## src/hdl/phyrs_pkg.sv

```systemverilog
// Constants for the PHY path select and soft reset register block.
// Assumes a 200 MHz single clock domain and one 32-bit register slot.
package phyrs_pkg;

  // Register slot
  localparam logic [7:0]  HARDWARE_CONFIGURATION_OFFSET      = 8'h74;
  localparam int          REG_W              = 32;

  // Field positions inside hardware_configuration
  localparam int          BIT_SOFTWARE_RESET_REQUEST           = 0;
  localparam int          BIT_SOFT_RESET_TIMEOUT_FLAG        = 1;
  localparam int          BIT_EXT_EN         = 2;
  localparam int          BIT_EXT_DET        = 3;
  localparam int          BIT_MANAGEMENT_PORT_SELECT        = 4;
  localparam int          POS_CLK_SEL        = 5;

  // Reset values
  localparam logic [1:0]  CLK_SEL_RST        = 2'h0;
  localparam logic        MANAGEMENT_PORT_SELECT_RST        = 1'b0;
  localparam logic        EXT_EN_RST         = 1'b0;
  localparam logic        SOFT_RESET_TIMEOUT_FLAG_RST        = 1'b0;

  // Clock source encodings
  localparam logic [1:0]  CLK_SRC_INT0       = 2'h0;
  localparam logic [1:0]  CLK_SRC_EXT        = 2'h1;
  localparam logic [1:0]  CLK_SRC_OFF        = 2'h2;
  localparam logic [1:0]  CLK_SRC_INT1       = 2'h3;

  // Timing
  localparam int          CLK_PERIOD_NS      = 5;
  localparam int          SOFTWARE_RESET_REQUEST_TIMEOUT_NS    = 10000;
  localparam int          SOFTWARE_RESET_REQUEST_TIMEOUT_CYC   = SOFTWARE_RESET_REQUEST_TIMEOUT_NS / CLK_PERIOD_NS;
  localparam int          SOFTWARE_RESET_REQUEST_PULSE_NS      = 40;
  localparam int          SOFTWARE_RESET_REQUEST_PULSE_CYC     = (SOFTWARE_RESET_REQUEST_PULSE_NS + CLK_PERIOD_NS - 1) / CLK_PERIOD_NS;
  localparam int          SEQ_CNT_W          = 16;

  typedef enum logic [1:0] {PHYRS_IDLE, PHYRS_WAIT, PHYRS_PULSE} phyrs_seq_e;

endpackage

```

## src/hdl/phyrs_software_reset_request_if.sv

```systemverilog
// Handshake between the register bank and the soft reset sequencer.
// Assumes both ends share the one block clock.
`timescale 1ns/1ps
`default_nettype none
interface phyrs_software_reset_request_if;
  logic req;
  logic busy;
  logic active;
  logic timeout_evt;
  logic done_evt;

  modport bank (output req, input busy, input active, input timeout_evt, input done_evt);
  modport seq  (input req, output busy, output active, output timeout_evt, output done_evt);
endinterface
`default_nettype wire

```

## src/hdl/phyrs_hardware_configuration.sv

```systemverilog
// Hardware configuration register: MII clock source, management port
// routing, external port enable, strap readback and self-clearing soft reset.
// Assumes a simple synchronous register port and pins sampled on clock.
//
// Summary of operation
// - Clock selector: 00/11 internal, 01 external, 10 off
// - Clock selector touches only receive/transmit clocks
// - Management select 0 internal PHY, 1 external
// - Management select independent of external port enable
// - Unselected management side driven low or released
// - Presence bit returns strap sampled at reset
// - External enable 1 external port, 0 internal PHY
// - External enable leaves management and clock routing
// - Dead PHY clocks abort reset, set timeout flag
// - Soft reset resets registers, clears error flags
// - Writes ignored until first read after reset
`timescale 1ns/1ps
`default_nettype none
module phyrs_hardware_configuration
  import phyrs_pkg::*;
#(
  parameter int TIMEOUT_CYC = SOFTWARE_RESET_REQUEST_TIMEOUT_CYC
) (
  input  wire logic              clock,
  input  wire logic              nrst,
  input  wire logic [7:0]        reg_addr,
  input  wire logic              reg_wr,
  input  wire logic              reg_rd,
  input  wire logic [REG_W-1:0]  reg_wdata,
  output var  logic [REG_W-1:0]  reg_rdata,
  input  wire logic              pm_wake,
  input  wire logic              int_rx_clk,
  input  wire logic              int_tx_clk,
  input  wire logic              ext_rx_clk,
  input  wire logic              ext_tx_clk,
  output var  logic              mac_rx_clk,
  output var  logic              mac_tx_clk,
  input  wire logic              mgmt_mdc,
  input  wire logic              mgmt_mdio_o,
  input  wire logic              mgmt_mdio_oe,
  output var  logic              mgmt_mdio_i,
  input  wire logic              int_mdio_i,
  output var  logic              int_mdc,
  output var  logic              int_mdio_o,
  output var  logic              int_mdio_oe,
  input  wire logic              ext_mdio_i,
  output var  logic              ext_mdc,
  output var  logic              ext_mdio_o,
  output var  logic              ext_mdio_oe,
  output var  logic              external_port_enable,
  output var  logic              int_phy_enable,
  output var  logic              soft_reset,
  output var  logic              error_flag_clear
);

  ////////////////////////////////////////////////////////////////////////////
  // Reset release
  logic rst_meta;
  logic rst_n;

  always_ff @(posedge clock or negedge nrst) begin
    if (!nrst) begin
      rst_meta <= 1'b0;
      rst_n    <= 1'b0;
    end else begin
      rst_meta <= 1'b1;
      rst_n    <= rst_meta;
    end
  end

  ////////////////////////////////////////////////////////////////////////////
  // Soft reset sequencer
  phyrs_software_reset_request_if sif ();

  phyrs_software_reset_request_seq #(
    .TIMEOUT_CYC (TIMEOUT_CYC)
  ) u_seq (
    .clock      (clock),
    .rst_n      (rst_n),
    .int_rx_clk (int_rx_clk),
    .int_tx_clk (int_tx_clk),
    .sif        (sif.seq)
  );

  ////////////////////////////////////////////////////////////////////////////
  // Register fields
  logic [1:0] mii_clock_source_select;
  logic       management_port_select;
  logic       external_port_enable_bit;
  logic       external_phy_present;
  logic       strap_taken;
  logic       soft_reset_timeout_flag;
  logic       read_seen;
  logic [1:0] next_clk_sel;
  logic       next_management_port_select;
  logic       next_ext_en;
  logic       next_to_flag;
  logic       next_read_seen;
  logic       next_req;
  logic [REG_W-1:0] next_rdata;
  logic       hit;
  logic       wr_ok;

  function automatic logic [REG_W-1:0] pack_cfg(input logic [1:0] csel, input logic management_serial_port,
                                                input logic det, input logic en,
                                                input logic to, input logic busy);
    logic [REG_W-1:0] v;
    v = '0;
    v[POS_CLK_SEL +: 2] = csel;
    v[BIT_MANAGEMENT_PORT_SELECT]      = management_serial_port;
    v[BIT_EXT_DET]      = det;
    v[BIT_EXT_EN]       = en;
    v[BIT_SOFT_RESET_TIMEOUT_FLAG]      = to;
    v[BIT_SOFTWARE_RESET_REQUEST]         = busy;
    return v;
  endfunction

  assign hit   = (reg_addr == HARDWARE_CONFIGURATION_OFFSET);
  assign wr_ok = reg_wr && hit && read_seen;

  always_comb begin
    next_clk_sel   = mii_clock_source_select;
    next_management_port_select   = management_port_select;
    next_ext_en    = external_port_enable_bit;
    next_to_flag   = soft_reset_timeout_flag;
    next_read_seen = read_seen;
    next_req       = 1'b0;
    next_rdata     = reg_rdata;
    // Each field is written on its own so routings stay separate
    if (wr_ok && !sif.busy) begin
      next_clk_sel = reg_wdata[POS_CLK_SEL +: 2];
      next_management_port_select = reg_wdata[BIT_MANAGEMENT_PORT_SELECT];
      next_ext_en  = reg_wdata[BIT_EXT_EN];
      if (reg_wdata[BIT_SOFTWARE_RESET_REQUEST]) begin
        next_req     = 1'b1;
        next_to_flag = 1'b0;
      end
    end
    // Completed soft reset returns the fields and the read gate to reset state
    if (sif.done_evt) begin
      next_clk_sel   = CLK_SEL_RST;
      next_management_port_select   = MANAGEMENT_PORT_SELECT_RST;
      next_ext_en    = EXT_EN_RST;
      next_read_seen = 1'b0;
    end
    if (pm_wake) begin
      next_read_seen = 1'b0;
    end
    // A read in the same cycle as a wake or reset end still arms writes
    if (reg_rd && hit) begin
      next_read_seen = 1'b1;
    end
    if (reg_rd) begin
      next_rdata = hit ? pack_cfg(mii_clock_source_select, management_port_select,
                                  external_phy_present, external_port_enable_bit,
                                  soft_reset_timeout_flag, sif.busy) : '0;
    end
    if (sif.timeout_evt) begin
      next_to_flag = 1'b1;
    end
  end

  always_ff @(posedge clock or negedge rst_n) begin
    if (!rst_n) begin
      mii_clock_source_select  <= CLK_SEL_RST;
      management_port_select   <= MANAGEMENT_PORT_SELECT_RST;
      external_port_enable_bit <= EXT_EN_RST;
      soft_reset_timeout_flag  <= SOFT_RESET_TIMEOUT_FLAG_RST;
      read_seen                <= 1'b0;
      sif.req                  <= 1'b0;
      reg_rdata                <= '0;
    end else begin
      mii_clock_source_select  <= next_clk_sel;
      management_port_select   <= next_management_port_select;
      external_port_enable_bit <= next_ext_en;
      soft_reset_timeout_flag  <= next_to_flag;
      read_seen                <= next_read_seen;
      sif.req                  <= next_req;
      reg_rdata                <= next_rdata;
    end
  end

  // Strap is caught on the first edge after release, while external MDIO
  // is still released; a soft reset does not recapture it
  always_ff @(posedge clock or negedge rst_n) begin
    if (!rst_n) begin
      strap_taken          <= 1'b0;
      external_phy_present <= 1'b0;
    end else if (!strap_taken) begin
      strap_taken          <= 1'b1;
      external_phy_present <= ext_mdio_i;
    end
  end

  ////////////////////////////////////////////////////////////////////////////
  // Pin routing
  logic next_rx_clk;
  logic next_tx_clk;
  logic next_mgmt_i;
  logic next_int_mdc;
  logic next_int_o;
  logic next_int_oe;
  logic next_ext_mdc;
  logic next_ext_o;
  logic next_ext_oe;

  always_comb begin
    case (mii_clock_source_select)
      CLK_SRC_EXT: begin
        next_rx_clk = ext_rx_clk;
        next_tx_clk = ext_tx_clk;
      end
      CLK_SRC_OFF: begin
        next_rx_clk = 1'b0;
        next_tx_clk = 1'b0;
      end
      default: begin
        next_rx_clk = int_rx_clk;
        next_tx_clk = int_tx_clk;
      end
    endcase
    if (management_port_select) begin
      next_ext_mdc = mgmt_mdc;
      next_ext_o   = mgmt_mdio_o;
      next_ext_oe  = mgmt_mdio_oe;
      next_mgmt_i  = ext_mdio_i;
      next_int_mdc = 1'b0;
      next_int_o   = 1'b0;
      next_int_oe  = 1'b1;
    end else begin
      next_int_mdc = mgmt_mdc;
      next_int_o   = mgmt_mdio_o;
      next_int_oe  = mgmt_mdio_oe;
      next_mgmt_i  = int_mdio_i;
      next_ext_mdc = 1'b0;
      next_ext_o   = 1'b0;
      next_ext_oe  = 1'b0;
    end
  end

  always_ff @(posedge clock or negedge rst_n) begin
    if (!rst_n) begin
      mac_rx_clk           <= 1'b0;
      mac_tx_clk           <= 1'b0;
      mgmt_mdio_i          <= 1'b0;
      int_mdc              <= 1'b0;
      int_mdio_o           <= 1'b0;
      int_mdio_oe          <= 1'b0;
      ext_mdc              <= 1'b0;
      ext_mdio_o           <= 1'b0;
      ext_mdio_oe          <= 1'b0;
      external_port_enable <= 1'b0;
      int_phy_enable       <= 1'b0;
      soft_reset           <= 1'b0;
      error_flag_clear     <= 1'b0;
    end else begin
      mac_rx_clk           <= next_rx_clk;
      mac_tx_clk           <= next_tx_clk;
      mgmt_mdio_i          <= next_mgmt_i;
      int_mdc              <= next_int_mdc;
      int_mdio_o           <= next_int_o;
      int_mdio_oe          <= next_int_oe;
      ext_mdc              <= next_ext_mdc;
      ext_mdio_o           <= next_ext_o;
      ext_mdio_oe          <= next_ext_oe;
      external_port_enable <= external_port_enable_bit;
      int_phy_enable       <= !external_port_enable_bit;
      soft_reset           <= sif.active;
      error_flag_clear     <= sif.done_evt;
    end
  end
endmodule
`default_nettype wire

```

## src/hdl/phyrs_software_reset_request_seq.sv

```systemverilog
// Soft reset sequencer: waits for the internal PHY clocks, then pulses reset.
// Assumes internal PHY clocks arrive as levels synchronous to clock.
`timescale 1ns/1ps
`default_nettype none
module phyrs_software_reset_request_seq
  import phyrs_pkg::*;
#(
  parameter int TIMEOUT_CYC = SOFTWARE_RESET_REQUEST_TIMEOUT_CYC
) (
  input  wire logic     clock,
  input  wire logic     rst_n,
  input  wire logic     int_rx_clk,
  input  wire logic     int_tx_clk,
  phyrs_software_reset_request_if.seq     sif
);

  phyrs_seq_e              state;
  phyrs_seq_e              next_state;
  logic [SEQ_CNT_W-1:0]    cnt;
  logic [SEQ_CNT_W-1:0]    next_cnt;
  logic                    rx_prev;
  logic                    tx_prev;
  logic                    rx_seen;
  logic                    tx_seen;
  logic                    next_rx_seen;
  logic                    next_tx_seen;
  logic                    next_timeout;
  logic                    next_done;
  logic                    timeout_evt;
  logic                    done_evt;
  logic [SEQ_CNT_W-1:0]    busy_cyc;
  logic [SEQ_CNT_W-1:0]    next_busy_cyc;

  always_comb begin
    next_state   = state;
    next_cnt     = cnt;
    next_rx_seen = rx_seen | (int_rx_clk != rx_prev);
    next_tx_seen = tx_seen | (int_tx_clk != tx_prev);
    next_timeout = 1'b0;
    next_done    = 1'b0;
    // Busy length is tracked so a stuck wait is caught at any timeout setting up to 65527 cycles
    next_busy_cyc = sif.busy ? busy_cyc + SEQ_CNT_W'(1) : '0;
    case (state)
      PHYRS_IDLE: begin
        next_rx_seen = 1'b0;
        next_tx_seen = 1'b0;
        next_cnt     = '0;
        if (sif.req) begin
          next_state = PHYRS_WAIT;
        end
      end
      PHYRS_WAIT: begin
        // Reset only proceeds once both PHY clocks are seen toggling
        if (next_rx_seen && next_tx_seen) begin
          next_state = PHYRS_PULSE;
          next_cnt   = '0;
        end else if (cnt == SEQ_CNT_W'(TIMEOUT_CYC - 1)) begin
          next_state   = PHYRS_IDLE;
          next_timeout = 1'b1;
        end else begin
          next_cnt = cnt + SEQ_CNT_W'(1);
        end
      end
      PHYRS_PULSE: begin
        if (cnt == SEQ_CNT_W'(SOFTWARE_RESET_REQUEST_PULSE_CYC - 1)) begin
          next_state = PHYRS_IDLE;
          next_done  = 1'b1;
        end else begin
          next_cnt = cnt + SEQ_CNT_W'(1);
        end
      end
      default: begin
        next_state = PHYRS_IDLE;
      end
    endcase
  end

  always_ff @(posedge clock or negedge rst_n) begin
    if (!rst_n) begin
      state       <= PHYRS_IDLE;
      cnt         <= '0;
      rx_prev     <= 1'b0;
      tx_prev     <= 1'b0;
      rx_seen     <= 1'b0;
      tx_seen     <= 1'b0;
      timeout_evt <= 1'b0;
      done_evt    <= 1'b0;
      busy_cyc    <= '0;
    end else begin
      state       <= next_state;
      cnt         <= next_cnt;
      rx_prev     <= int_rx_clk;
      tx_prev     <= int_tx_clk;
      rx_seen     <= next_rx_seen;
      tx_seen     <= next_tx_seen;
      timeout_evt <= next_timeout;
      done_evt    <= next_done;
      busy_cyc    <= next_busy_cyc;
    end
  end

  assign sif.busy        = (state != PHYRS_IDLE);
  assign sif.active      = (state == PHYRS_PULSE);
  assign sif.timeout_evt = timeout_evt;
  assign sif.done_evt    = done_evt;
endmodule
`default_nettype wire

```

## config.mk

```make
export PLATFORM = sky130hd
export DESIGN_NAME = phyrs_hardware_configuration
export DESIGN_NICKNAME = d
export VERILOG_FILES = /design/src/hdl/phyrs_pkg.sv /design/src/hdl/phyrs_software_reset_request_if.sv /design/src/hdl/phyrs_hardware_configuration.sv /design/src/hdl/phyrs_software_reset_request_seq.sv
export SDC_FILE = /design/constraint.sdc
export NUM_CORES = 1
export LEC_CHECK = 0
export ABC_AREA = 1
export BUFFER_PORTS_ARGS = -buffer_cell sky130_fd_sc_hd__buf_2
export CORE_MARGIN = 5
export CORE_UTILIZATION = 35
export DETAILED_ROUTE_END_ITERATION = 10
export SLEW_MARGIN = 20
export SYNTH_ARGS = -nofsm -noshare
export SYNTH_HDL_FRONTEND = slang
export SYNTH_SLANG_ARGS = --single-unit
export TNS_END_PERCENT = 10
```

## constraint.sdc

```tcl
create_clock -name clock -period 2.6 [get_ports clock]
set_input_delay 0.52 -clock clock [delete_from_list [all_inputs] [get_ports clock]]
set_output_delay 0.52 -clock clock [all_outputs]
set_load 0.02 [all_outputs]
```

==> results of run 1 <==
==> sequential cells by signal, indices dropped and copies added (netlist names), 2 cells and up <==
name and cells:
u_seq.cnt 16, reg_rdata 7, mii_clock_source_select 2, u_seq.state 2
==> synth_stat cells (2+ instances only) <==
| library cell | count |
|---|---|
| xnor2_1 | 3 |
| inv_1 | 40 |
| buf_2 | 3 |
| nand4_1 | 2 |
| nand3_1 | 18 |
| o21bai_1 | 2 |
| nand3b_1 | 2 |
| xor2_1 | 7 |
| o21ai_0 | 12 |
| dfrtp_1 | 55 |
| conb_1 | 2 |
| nor2_1 | 51 |
| buf_4 | 25 |
| nand2_1 | 114 |
| ha_1 | 6 |
| nand2_2 | 2 |
==> power groups by stage <==
stage / clock (W) / sequential (W) / combinational [W]
floorplan: 0 / 0.000960 / 0.000269
global placement: 0 / 0.000952 / 0.000328
detailed placement: 0 / 0.000953 / 0.000337
CTS: 0.000507 / 0.000937 / 0.000339
global route: 0.000544 / 0.000943 / 0.000390
finish: 0.000479 / 0.000936 / 0.000332
==> kinds of logic (layout without fill, tap and decap cells) <==
logic type	Yosys count	count (layout)
fa+ha+maj	6	6
buf+inv	72	99
compound gates	15	15
simple gates	197	197
flops	55	55
xor+xnor	10	10
other cells	2	27
==> worst max-delay path, stage by stage (launching register included) <==
cell	delay, ns
dfrtp_1	0.44
ha_1	0.27
nand3_1	0.17
nor3_2	0.06
nand2_2	0.10
nor2_4	0.06
nor2_2	0.50
nand2_1	0.13
nand2_1	0.08
==> timing repair <==
action	4_1_cts	5_1_grt
hold endpoints to repair	2	0
endpoints found under the setup margin	0	0
hold buffers	1	0
==> cells in the final DEF (no fill, tap or decap) <==
| master | count |
|---|---|
| inv_2 | 1 |
| a21oi_1 | 1 |
| clkinv_1 | 1 |
| nor2_1 | 51 |
| nor2_4 | 1 |
| buf_4 | 2 |
| o21bai_1 | 2 |
| nand3b_1 | 2 |
| clkbuf_8 | 5 |
| xor2_1 | 7 |
| nand3_1 | 18 |
| conb_1 | 27 |
| dfrtp_2 | 1 |
| nor2_2 | 1 |
| nor3_2 | 1 |
| inv_1 | 40 |
| xnor2_1 | 3 |
| nor4_1 | 1 |
| clkbuf_1 | 1 |
| inv_6 | 1 |
| and2_1 | 1 |
| clkinvlp_4 | 1 |
| nand2_4 | 1 |
| nand2_1 | 114 |
| ha_1 | 6 |
| dlygate4sd3_1 | 1 |
| nor3b_1 | 1 |
| o21ai_0 | 12 |
| buf_2 | 46 |
| nand2_2 | 2 |
| nand4_1 | 2 |
| or2_2 | 1 |
| dfrtp_1 | 54 |
==> metal layers <==
| layer | GRT usage, % | vias to the layer above | wire length [µm] |
|---|---|---|---|
| li1 | - | 1129 | - |
| met1 | 15.0 | 982 | 2410 |
| met2 | 18.6 | 54 | 2440 |
| met3 | 4.14 | 5 | 492 |
| met4 | 2.52 | 0 | 44 |
| met5 | 0 | - | 0 |
==> per-stage QoR <==
stage               cells  hold slack (ns)  power (W)
floorplan             382            0.224    0.00123
global placement      502            0.307    0.00128
detailed placement    502            0.310    0.00129
CTS                   511            0.332    0.00178
global route          511            0.328    0.00188
finish                511            0.301    0.00175
==> area by class of cell <==
type / count / area, µm² / share of cell area [%]
tap: 102 / 128 / 4.03
multi-input combinational: 255 / 1160 / 36.6
clock inverter: 2 / 16.3 / 0.514
sequential: 55 / 1380 / 43.5
inverter: 42 / 158 / 4.98
clock buffer: 6 / 72.6 / 2.29
timing repair buffer: 49 / 255 / 8.06
==> worst max path at each step <==
stage                              from                          to  slack [ns]  depth (start not counted)
6_report       u_seq.cnt[0]$_DFFE_PN0P_   u_seq.cnt[13]$_DFFE_PN0P_        0.73                          8
5_1_grt        u_seq.cnt[0]$_DFFE_PN0P_   u_seq.cnt[15]$_DFFE_PN0P_        0.53                          8
4_1_cts        u_seq.cnt[0]$_DFFE_PN0P_   u_seq.cnt[13]$_DFFE_PN0P_        0.68                          8
3_5_place_dp                 int_rx_clk   u_seq.cnt[13]$_DFFE_PN0P_        0.62                         10
3_3_place_gp                 int_rx_clk   u_seq.cnt[11]$_DFFE_PN0P_        0.67                         10
2_1_floorplan           rst_n$_DFF_PN0_  error_flag_clear$_DFF_PN0_        0.96                          0
==> summary.txt, run 1 <==
Layout
  • Design area: roughly 0.0032 mm²
  • Layout fillers: 852
  • Final #Nets: 468
  • Share of cells above drive strength 1: 15.6%
  • Area growth syn-to-layout: 12.2%
  • Util after Layout: 40.5%
  • Antenna diodes: 0

Synthesis
  • EDFF count, synth: 0
  • Multiplexer area fraction after synthesis: 0%
  • Post-synthesis cell count: between 300 and 400
  • Ranking of synthesized cells by area: dfrtp_1, nand2_1, nor2_1, buf_4, inv_1
  • Post-synthesis average cell area: 7.90 µm²
  • Seq/Total Area, Yosys: 48.8%
  • Cell variety after synth: 29
  • Simple-gate share of the synthesized area: 28.9%
  • Yosys warns: 0
  • Post-Synth XOR/XNOR Area: 3.11%
  • Compound-Gate Fraction of Synth Area: 2.84%
  • Predominant post-synthesis flop cell: dfrtp_1
  • Netlist Area Pre-Place: 0.00282 mm²
  • Largest family of logic cells by synthesized area: simple AND/OR/NAND/NOR gates
  • Post-synth ARST share: 100%
  • FF+latch count, synth: 55
  • Synth area leader: dfrtp_1
  • Adder-cell share of the synthesized area: 2.66%
  • Synth top area share: 48.8%

Setup path
  • CP Data Arrival Time: 2.13 ns
  • WS Path Type: flip-flop to flip-flop
  • Required time of the critical path: 2.85 ns
  • Reg2reg start: u_seq.cnt[0]$_DFFE_PN0P_
  • Reg2Reg Depth: 8
  • CP endpoint kind: flip-flop
  • Startpoint types: flip-flop
  • R2r setup slk: 0.73 ns
  • Critical path peak fanout: 16
  • Reg2reg end: u_seq.cnt[13]$_DFFE_PN0P_

Placed design
  • Pre-CTS setup slack: 0.617 ns
  • Final HPWL DP: 4.25 mm
  • RD Place Congestion: 0.791
  • Port Buffers: 46
  • Placed instance area: 0.00307 mm²

Global routing
  • Gr usage total: approximately 12%
  • Initial antenna violation count: 0
  • Total congestion overflow: 0
  • Pin count of the biggest net entering global routing: 32
  • First-pass GRT wire length: 9.36 mm
  • Vias in the first global route: roughly 2000

Clock network
  • Post_cts resized: 0
  • Max Root-Sink Buffers: 2
  • Postcts setup bufs: 0
  • Reg clk slew, reported paths: 0.10 ns
  • CTS tree: yes
  • Worst-Skew Late Latency: 0.31 ns
  • Root Driver: clkbuf_8
  • Total CTS buffers: 5
  • H-tree Lvls: 2
  • CTS Sinks: 55

Timing
  • RSZ-0062 raised after global routing: false
  • Setup tns final: 0 ns
  • Peak Freq: 534 MHz
  • # setup viols final: 0
  • Fin crit period: 1.87 ns
  • Worst-Margin Slew: 0.657 ns
  • Fin crit share: 72.0%
  • Slew Limit Fails: 0
  • Rel. slew slack: 56.2%
  • Final worst slack: between 0.7 and 0.8 ns
  • Max Clock Skew: slightly below 0.01 ns
  • Final Hold Fails: 0

Detailed routing
  • WL/cell: 10.6 µm
  • Routed vias: 2170
  • Drt pass-1 iters: 4
  • Final wirelength: 5.39 mm
  • Initial DRC count: 73
  • # DRC: 0
  • Routed Antenna Nets: 0
  • Drt via density: 4.25

Pwr
  • PwrDens: roughly 550 mW/mm²
  • Switching Share: roughly a third
  • Peak supply drop: 195 µV
  • Psw: 0.000558 W
  • Int Pwr: roughly 0.0012 W
  • Combinational Power Share: 19.0%
  • Sequential power share: 53.6%
  • Leak pwr: 1.71 nW
  • Clock share of power: 27.4%

Floorplan
  • Die width: 99.8 µm
  • Starting Density: 36.1%
  • Die ar.: roughly 0.010 mm²
  • Die height: 99.8 µm
  • Core Area: between 0.007 and 0.008 mm²
  • Number of top-level pins: 99
  • Std cell rows: 32

Min path
  • Min-Delay Path Class: flip-flop to asynchronous set/reset pin

Status
  • Status: complete, no violations

Job
  • Reported max-cap violation count: 0
No activity file was read; power rests on OpenSTA's default activity.
==> inputs of run 2 (changes only) <==
==> constraint.sdc (replaced) <==
create_clock -name clock -period 1.5 [get_ports clock]
set_input_delay 0.3 -clock clock [delete_from_list [all_inputs] [get_ports clock]]
set_output_delay 0.3 -clock clock [all_outputs]
set_load 0.02 [all_outputs]
==> summary.txt, run 2 (same netlist as run 1, synthesis figures left out) <==
Clock network
  • Worst-Skew Late Latency: approximately 0.31 ns
  • Total CTS buffers: 5
  • CTS Sinks: 55
  • Root Driver: clkbuf_8
  • H-tree Lvls: 2
  • CTS tree: yes
  • Max Root-Sink Buffers: 2
  • Reg clk slew, reported paths: 0.10 ns

Setup path
  • Critical path peak fanout: 8
  • Max incr delay on CP: 0.41 ns
  • WS Path Type: flip-flop to flip-flop
  • Crit-path cells: ha_4 > nand3_4 > nor3_4 > nand2_2 > nor2_4 > buf_6 > inv_6 > nand2_8 > nand2_1 > nand2_1
  • CP Data Arrival Time: roughly 1.8 ns
  • Startpoint types: flip-flop
  • Slowest cell on crit path: dfrtp_1
  • Reg2Reg Depth: 10
  • Top cell by count, worst path: nand2_1
  • CP endpoint kind: flip-flop
  • Required time of the critical path: 1.75 ns

Layout
  • Most common cell after layout, fill and taps aside: nand2_1
  • Finished Layout Cells: around 550
  • Final #Nets: around 500
  • Largest regs: u_seq.cnt: 16 flops, reg_rdata: 7 flops
  • Commonest non-fill, non-tap cells in the layout: nand2_1, dfrtp_1, nor2_1
  • Util after Layout: 46.2%
  • Max reg flops: 16
  • Share of cells above drive strength 1: 27.3%
  • Antenna diodes: 0
  • Layout fillers: 788
  • Design area: 0.00360 mm²
  • Most flops, register: u_seq.cnt
  • Area growth syn-to-layout: 27.8%

Timing
  • Peak Freq: 662 MHz
  • Hold Slack: about 0.11 ns
  • Fin crit period: 1.51 ns
  • Final worst slack: -0.0111 ns
  • Max Clock Skew: 0.0110 ns
  • Final Hold Fails: 0
  • Fin crit share: 101%
  • RSZ-0062 raised after global routing: true
  • Slew Limit Fails: 0
  • # setup viols final: 7

Detailed routing
  • Met1 WL: 2.60 mm
  • Wire length on met2: 3.00 mm
  • # DRC: 0
  • Routed vias: 2314
  • Initial DRC count: 65
  • Routed Antenna Nets: 0
  • Drt pass-1 iters: 4
  • Drt via density: 4.25
  • WL/cell: approximately 11 µm
  • Final wirelength: between 6 and 7 mm
  • Met3 WL: 442 µm
  • Top sig layer: met4

Placed design
  • RD Place Congestion: between 0.8 and 0.9
  • Placed instance area: 0.00332 mm²
  • Final HPWL DP: 4.52 mm
  • Pre-CTS setup slack: -0.281 ns
  • Dpl cells: roughly 530
  • Port Buffers: 46

Floorplan
  • Number of top-level pins: 99
  • Die width: 99.8 µm
  • Starting Density: between 30 and 40%
  • Std cell rows: 32
  • Die ar.: 0.00995 mm²
  • Die height: 99.8 µm
  • Core Area: 0.00781 mm²

Status
  • Status: finished with violations
  • Failing checks: negative setup slack

Min path
  • Min-Delay Path Class: input port to flip-flop
  • Hold-critical path depth: 1

Pwr
  • PwrDens: 951 mW/mm²
  • Peak supply drop: 408 µV
  • Leak pwr: 1.94 nW

Global routing
  • Vias in the first global route: 2247
  • Initial antenna violation count: 0
  • Pin count of the biggest net entering global routing: 22
  • First-pass GRT wire length: 10.2 mm
  • Gr usage total: 12.7%
  • Total congestion overflow: 0

Job
  • Reported max-cap violation count: 0
-- run 2: cell types whose count changed in the layout (fill, tap and decap cells not counted), moves of 2 or more --
cell	delta
buf_12	+3
buf_4	+28
buf_6	+2
inv_1	-2
nand2_1	-11
nand2_2	+11
nand2_8	+2
nand3_1	-2
nor2_1	-4
nor2_2	+3
-- run 2: metal layers --
metal,global-route usage (%),vias to the layer above
li1,-,1192
met5,0,-
met1,16.1,1058
met2,21.5,59
met4,3.26,0
met3,3.09,5
-- run 2: cell type report --
class                   count  area [µm²]  share of cell area [%]
clock buffers               6        72.6                    2.01
clock inverters             2        38.8                    1.08
inverters                  42         168                    4.65
multi-input cells         256        1270                    35.2
flip-flops and latches     55        1380                    38.3
well taps                 102         128                    3.54
repair buffers             82         548                    15.2
-- run 2: worst paths after layout --
| kind | slack, ns | from | end |
|---|---|---|---|
| setup / recovery | -0.01 | u_seq.cnt[0]$_DFFE_PN0P_ | u_seq.cnt[10]$_DFFE_PN0P_ |
| hold / removal | 0.11 | int_tx_clk | u_seq.tx_prev$_DFF_PN0_ |
| setup reg to reg | -0.01 | u_seq.cnt[0]$_DFFE_PN0P_ | u_seq.cnt[10]$_DFFE_PN0P_ |
| hold reg to reg | 0.21 | rst_n$_DFF_PN0_ | u_seq.tx_seen$_DFF_PN0_ |
| max in group asynchronous | 0.79 | rst_n$_DFF_PN0_ | u_seq.cnt[9]$_DFFE_PN0P_ |
| min in group asynchronous | 0.21 | rst_n$_DFF_PN0_ | u_seq.tx_seen$_DFF_PN0_ |
-- run 2: through the flow --
stage                     setup TNS, ns  power, W
after floorplan                  -0.543   0.00213
after global placement            -4.22   0.00236
after detailed placement          -4.27   0.00238
after CTS                        -0.449   0.00344
after global routing              -1.82   0.00364
final                           -0.0330   0.00343
-- run 2: power breakdown --
group	internal, W	switching [W]
sequential	0.00156	0.0000578
combinational	0.000318	0.000487
clock	0.000505	0.000500
-- run 2: worst max-delay path, delay by kind of cell (launching register included) --
family / cells / cell delay [ns]
buffers and inverters: 2 / 0.18
AND/OR/NAND/NOR: 7 / 0.69
adder cells (fa/ha/maj): 1 / 0.18
flip-flops: 1 / 0.41
-- run 2: what timing repair did --
| item | in CTS | in global routing |
|---|---|---|
| gates cloned | 1 | 0 |
| setup endpoints to repair | 17 | 23 |
| hold buffers | 1 | 0 |
| pin swaps | 6 | 16 |
| endpoints found under the hold margin | 2 | 0 |
| gates resized for setup | 15 | 19 |
| buffers inserted | 1 | 2 |
==> inputs of run 3 (changes only) <==
--- a/config.mk
+++ b/config.mk
@@ -13,5 +13,6 @@
 export SLEW_MARGIN = 20
 export SYNTH_ARGS = -nofsm -noshare
 export SYNTH_HDL_FRONTEND = slang
+export SYNTH_HIERARCHICAL = 1
 export SYNTH_SLANG_ARGS = --single-unit
-export TNS_END_PERCENT = 10
+export TNS_END_PERCENT = 1
==> summary.txt, run 3 <==
Layout
  • Design area: 0.00387 mm²
  • Largest regs: u_seq/cnt: 16 flops, reg_rdata: 7 flops
  • Final #Nets: between 500 and 600
  • Most common cell after layout, fill and taps aside: nand2_1
  • Layout fillers: 887
  • Antenna diodes: 0
  • Area growth syn-to-layout: 27.5%
  • Commonest non-fill, non-tap cells in the layout: nand2_1, dfrtp_1, buf_2
  • Share of cells above drive strength 1: around a third
  • Max reg flops: 16
  • Most flops, register: u_seq/cnt

Setup path
  • Critical path's top delay family: simple AND/OR/NAND/NOR gates
  • Max incr delay on CP: 0.41 ns
  • Critical path peak fanout: 16
  • Crit path buf inv count: 2
  • CP endpoint kind: flip-flop
  • Required time of the critical path: 1.71 ns
  • Crit-path cells: ha_4 > nand2_2 > inv_2 > nand2_1 > nor2_2 > nand3_2 > nand2_2 > nor2_4 > buf_12 > nand2_1 > nand2_1
  • Top cell by count, worst path: nand2_1
  • Slowest cell on crit path: dfrtp_1
  • R2r setup slk: -0.03 ns
  • CP Data Arrival Time: approximately 1.7 ns
  • WS Path Type: flip-flop to flip-flop
  • Startpoint types: flip-flop

Pwr
  • Sequential power share: between 40% and 50%
  • Clock share of power: between 20% and 30%
  • PwrDens: 969 mW/mm²
  • Psw: 0.00130 W
  • Leak pwr: about 2.1 nW
  • Total power: 0.00375 W
  • Switching Share: 34.8%
  • Int Pwr: 0.00244 W
  • Peak supply drop: ~410 µV
  • Combinational Power Share: about a third

Synthesis
  • Ranking of synthesized cells by area: dfrtp_1, nand2_1, buf_4, inv_1, nor2_1
  • Predominant post-synthesis flop cell: dfrtp_1
  • Cell variety after synth: 30
  • Top-count cell post-synth: nand2_1
  • Post-synth ARST share: 100%
  • Post-synthesis cell count: 395
  • Yosys warns: 6
  • Synth top area share: a little under half
  • Top cells by count, synth: nand2_1, dfrtp_1, inv_1
  • Synth area leader: dfrtp_1
  • FF+latch count, synth: between 50 and 60
  • Seq/Total Area, Yosys: 45.4%
  • EDFF count, synth: 0
  • Netlist Area Pre-Place: 0.00303 mm²
  • Post-synthesis average cell area: around 7.7 µm²

Global routing
  • Initial antenna violation count: 0
  • Pin count of the biggest net entering global routing: 29
  • Met3 Usage GRT: 2.64%
  • Grt peak-use layer: met2
  • Met1 usage: 16.0%
  • Met2 Use GR: 22.1%
  • Gr usage total: about an eighth
  • Vias in the first global route: between 2000 and 2500
  • Total congestion overflow: 0
  • First-pass GRT wire length: 11.0 mm

Placed design
  • RD Place Congestion: 0.849
  • Placed instance area: 0.00357 mm²
  • Final HPWL DP: 5.08 mm
  • Port Buffers: 46

Status
  • Status: finished with violations
  • Failing checks: negative setup slack

Clock network
  • Worst-Skew Late Latency: 0.31 ns
  • CTS Sinks: 55
  • Total CTS buffers: 5
  • Reg clk slew, reported paths: 0.10 ns
  • H-tree Lvls: 2
  • Root Driver: clkbuf_8
  • Max Root-Sink Buffers: 2
  • CTS tree: yes

Detailed routing
  • WL/cell: between 10 and 15 µm
  • Routed Antenna Nets: 0
  • Final wirelength: 6.88 mm
  • Drt via density: around 4.3
  • Routed vias: 2580
  • Initial DRC count: 55
  • # DRC: 0
  • Drt pass-1 iters: 4

Timing
  • Final worst slack: -0.0348 ns
  • Max Clock Skew: 0.00661 ns
  • Peak Freq: ~650 MHz
  • Fin crit period: 1.53 ns
  • Setup tns final: -0.327 ns
  • RSZ-0062 raised after global routing: true
  • Fin crit share: 102%
  • Slew Limit Fails: 0
  • # setup viols final: 16
  • Final Hold Fails: 0

Floorplan
  • Number of top-level pins: 99
  • Core Area: 0.00859 mm²
  • Die ar.: 0.0106 mm²
  • Die height: 103 µm
  • Std cell rows: 34
  • Die width: slightly above 100 µm
  • Starting Density: 35.3%

Job
  • Reported max-cap violation count: 0

Min path
  • Min-Delay Path Class: input port to flip-flop
[run 3: cell count changes in the layout (fill, tap and decap cells not counted), moves of 6 or more]
cell | previous run | this run
inv_2 | 2 | 15
nand2_1 | 103 | 130
buf_4 | 30 | 38
o21ai_0 | 12 | 6
nor2_4 | 2 | 8
nor2_1 | 47 | 34
[run 3: metrics by stage]
| stage | hold slack (ns) | utilization, % | std cells | setup slack (ns) |
|---|---|---|---|---|
| floorplan | 0.00441 | - | 420 | -0.0254 |
| global placement | 0.0866 | 41.5 | 581 | -0.262 |
| detailed placement | 0.0888 | 41.5 | 581 | -0.318 |
| CTS | 0.122 | 43.7 | 591 | -0.0317 |
| global route | 0.121 | 45.0 | 596 | -0.128 |
| finish | 0.128 | 45.0 | 596 | -0.0348 |
[run 3: per-layer routing]
metal	routed length (µm)	share of wire, %	vias to the layer above
met2	3310	48	64
li1	-	-	1328
met3	467	6.8	13
met1	2960	43	1175
met4	138	2.0	0
met5	0	0	-
[run 3: power groups by stage]
stage               sequential [W]  clock [W]  combinational, W
floorplan                  0.00166          0          0.000621
global placement           0.00163          0           0.00103
detailed placement         0.00163          0           0.00105
CTS                        0.00161   0.000879           0.00113
global route               0.00162   0.000944           0.00142
finish                     0.00161   0.000834           0.00130
[run 3: path summary, 6_finish.rpt]
kind | depth (start not counted) | to | startpoint
worst max-delay path | 11 | u_seq/cnt[7]$_DFFE_PN0P_ | u_seq/cnt[1]$_DFFE_PN0P_
worst min-delay path | 1 | u_seq/tx_prev$_DFF_PN0_ | int_tx_clk
worst max register to register | 11 | u_seq/cnt[7]$_DFFE_PN0P_ | u_seq/cnt[1]$_DFFE_PN0P_
worst min register to register | 1 | external_port_enable$_DFF_PN0_ | rst_n$_DFF_PN0_
max in group asynchronous | 1 | u_seq/cnt[5]$_DFFE_PN0P_ | rst_n$_DFF_PN0_
min in group asynchronous | 1 | external_port_enable$_DFF_PN0_ | rst_n$_DFF_PN0_
[run 3: cells by family after synthesis]
family          after synthesis  synth area share (%)
other cells                   2                 0.248
simple gates                228                  33.7
buf+inv                      83                  13.7
xor+xnor                      4                  1.16
compound gates               17                  3.34
flops                        55                  45.4
fa+ha+maj                     6                  2.48
[run 3: final cells by class]
class,instances,area [µm²],share of cell area [%]
tap,108,135,3.50
inverter,53,199,5.15
clock inverter,2,17.5,0.453
multi-input combinational,282,1470,37.9
sequential,55,1380,35.6
clock buffer,6,72.6,1.88
timing repair buffer,90,599,15.5
[run 3: what timing repair did]
item,in CTS,in global routing
hold buffers,1,0
hold endpoints to repair,2,0
gates cloned,0,1
resized for setup,21,29
pin swaps,7,9
endpoints found under the setup margin,24,24
setup buffers,1,4
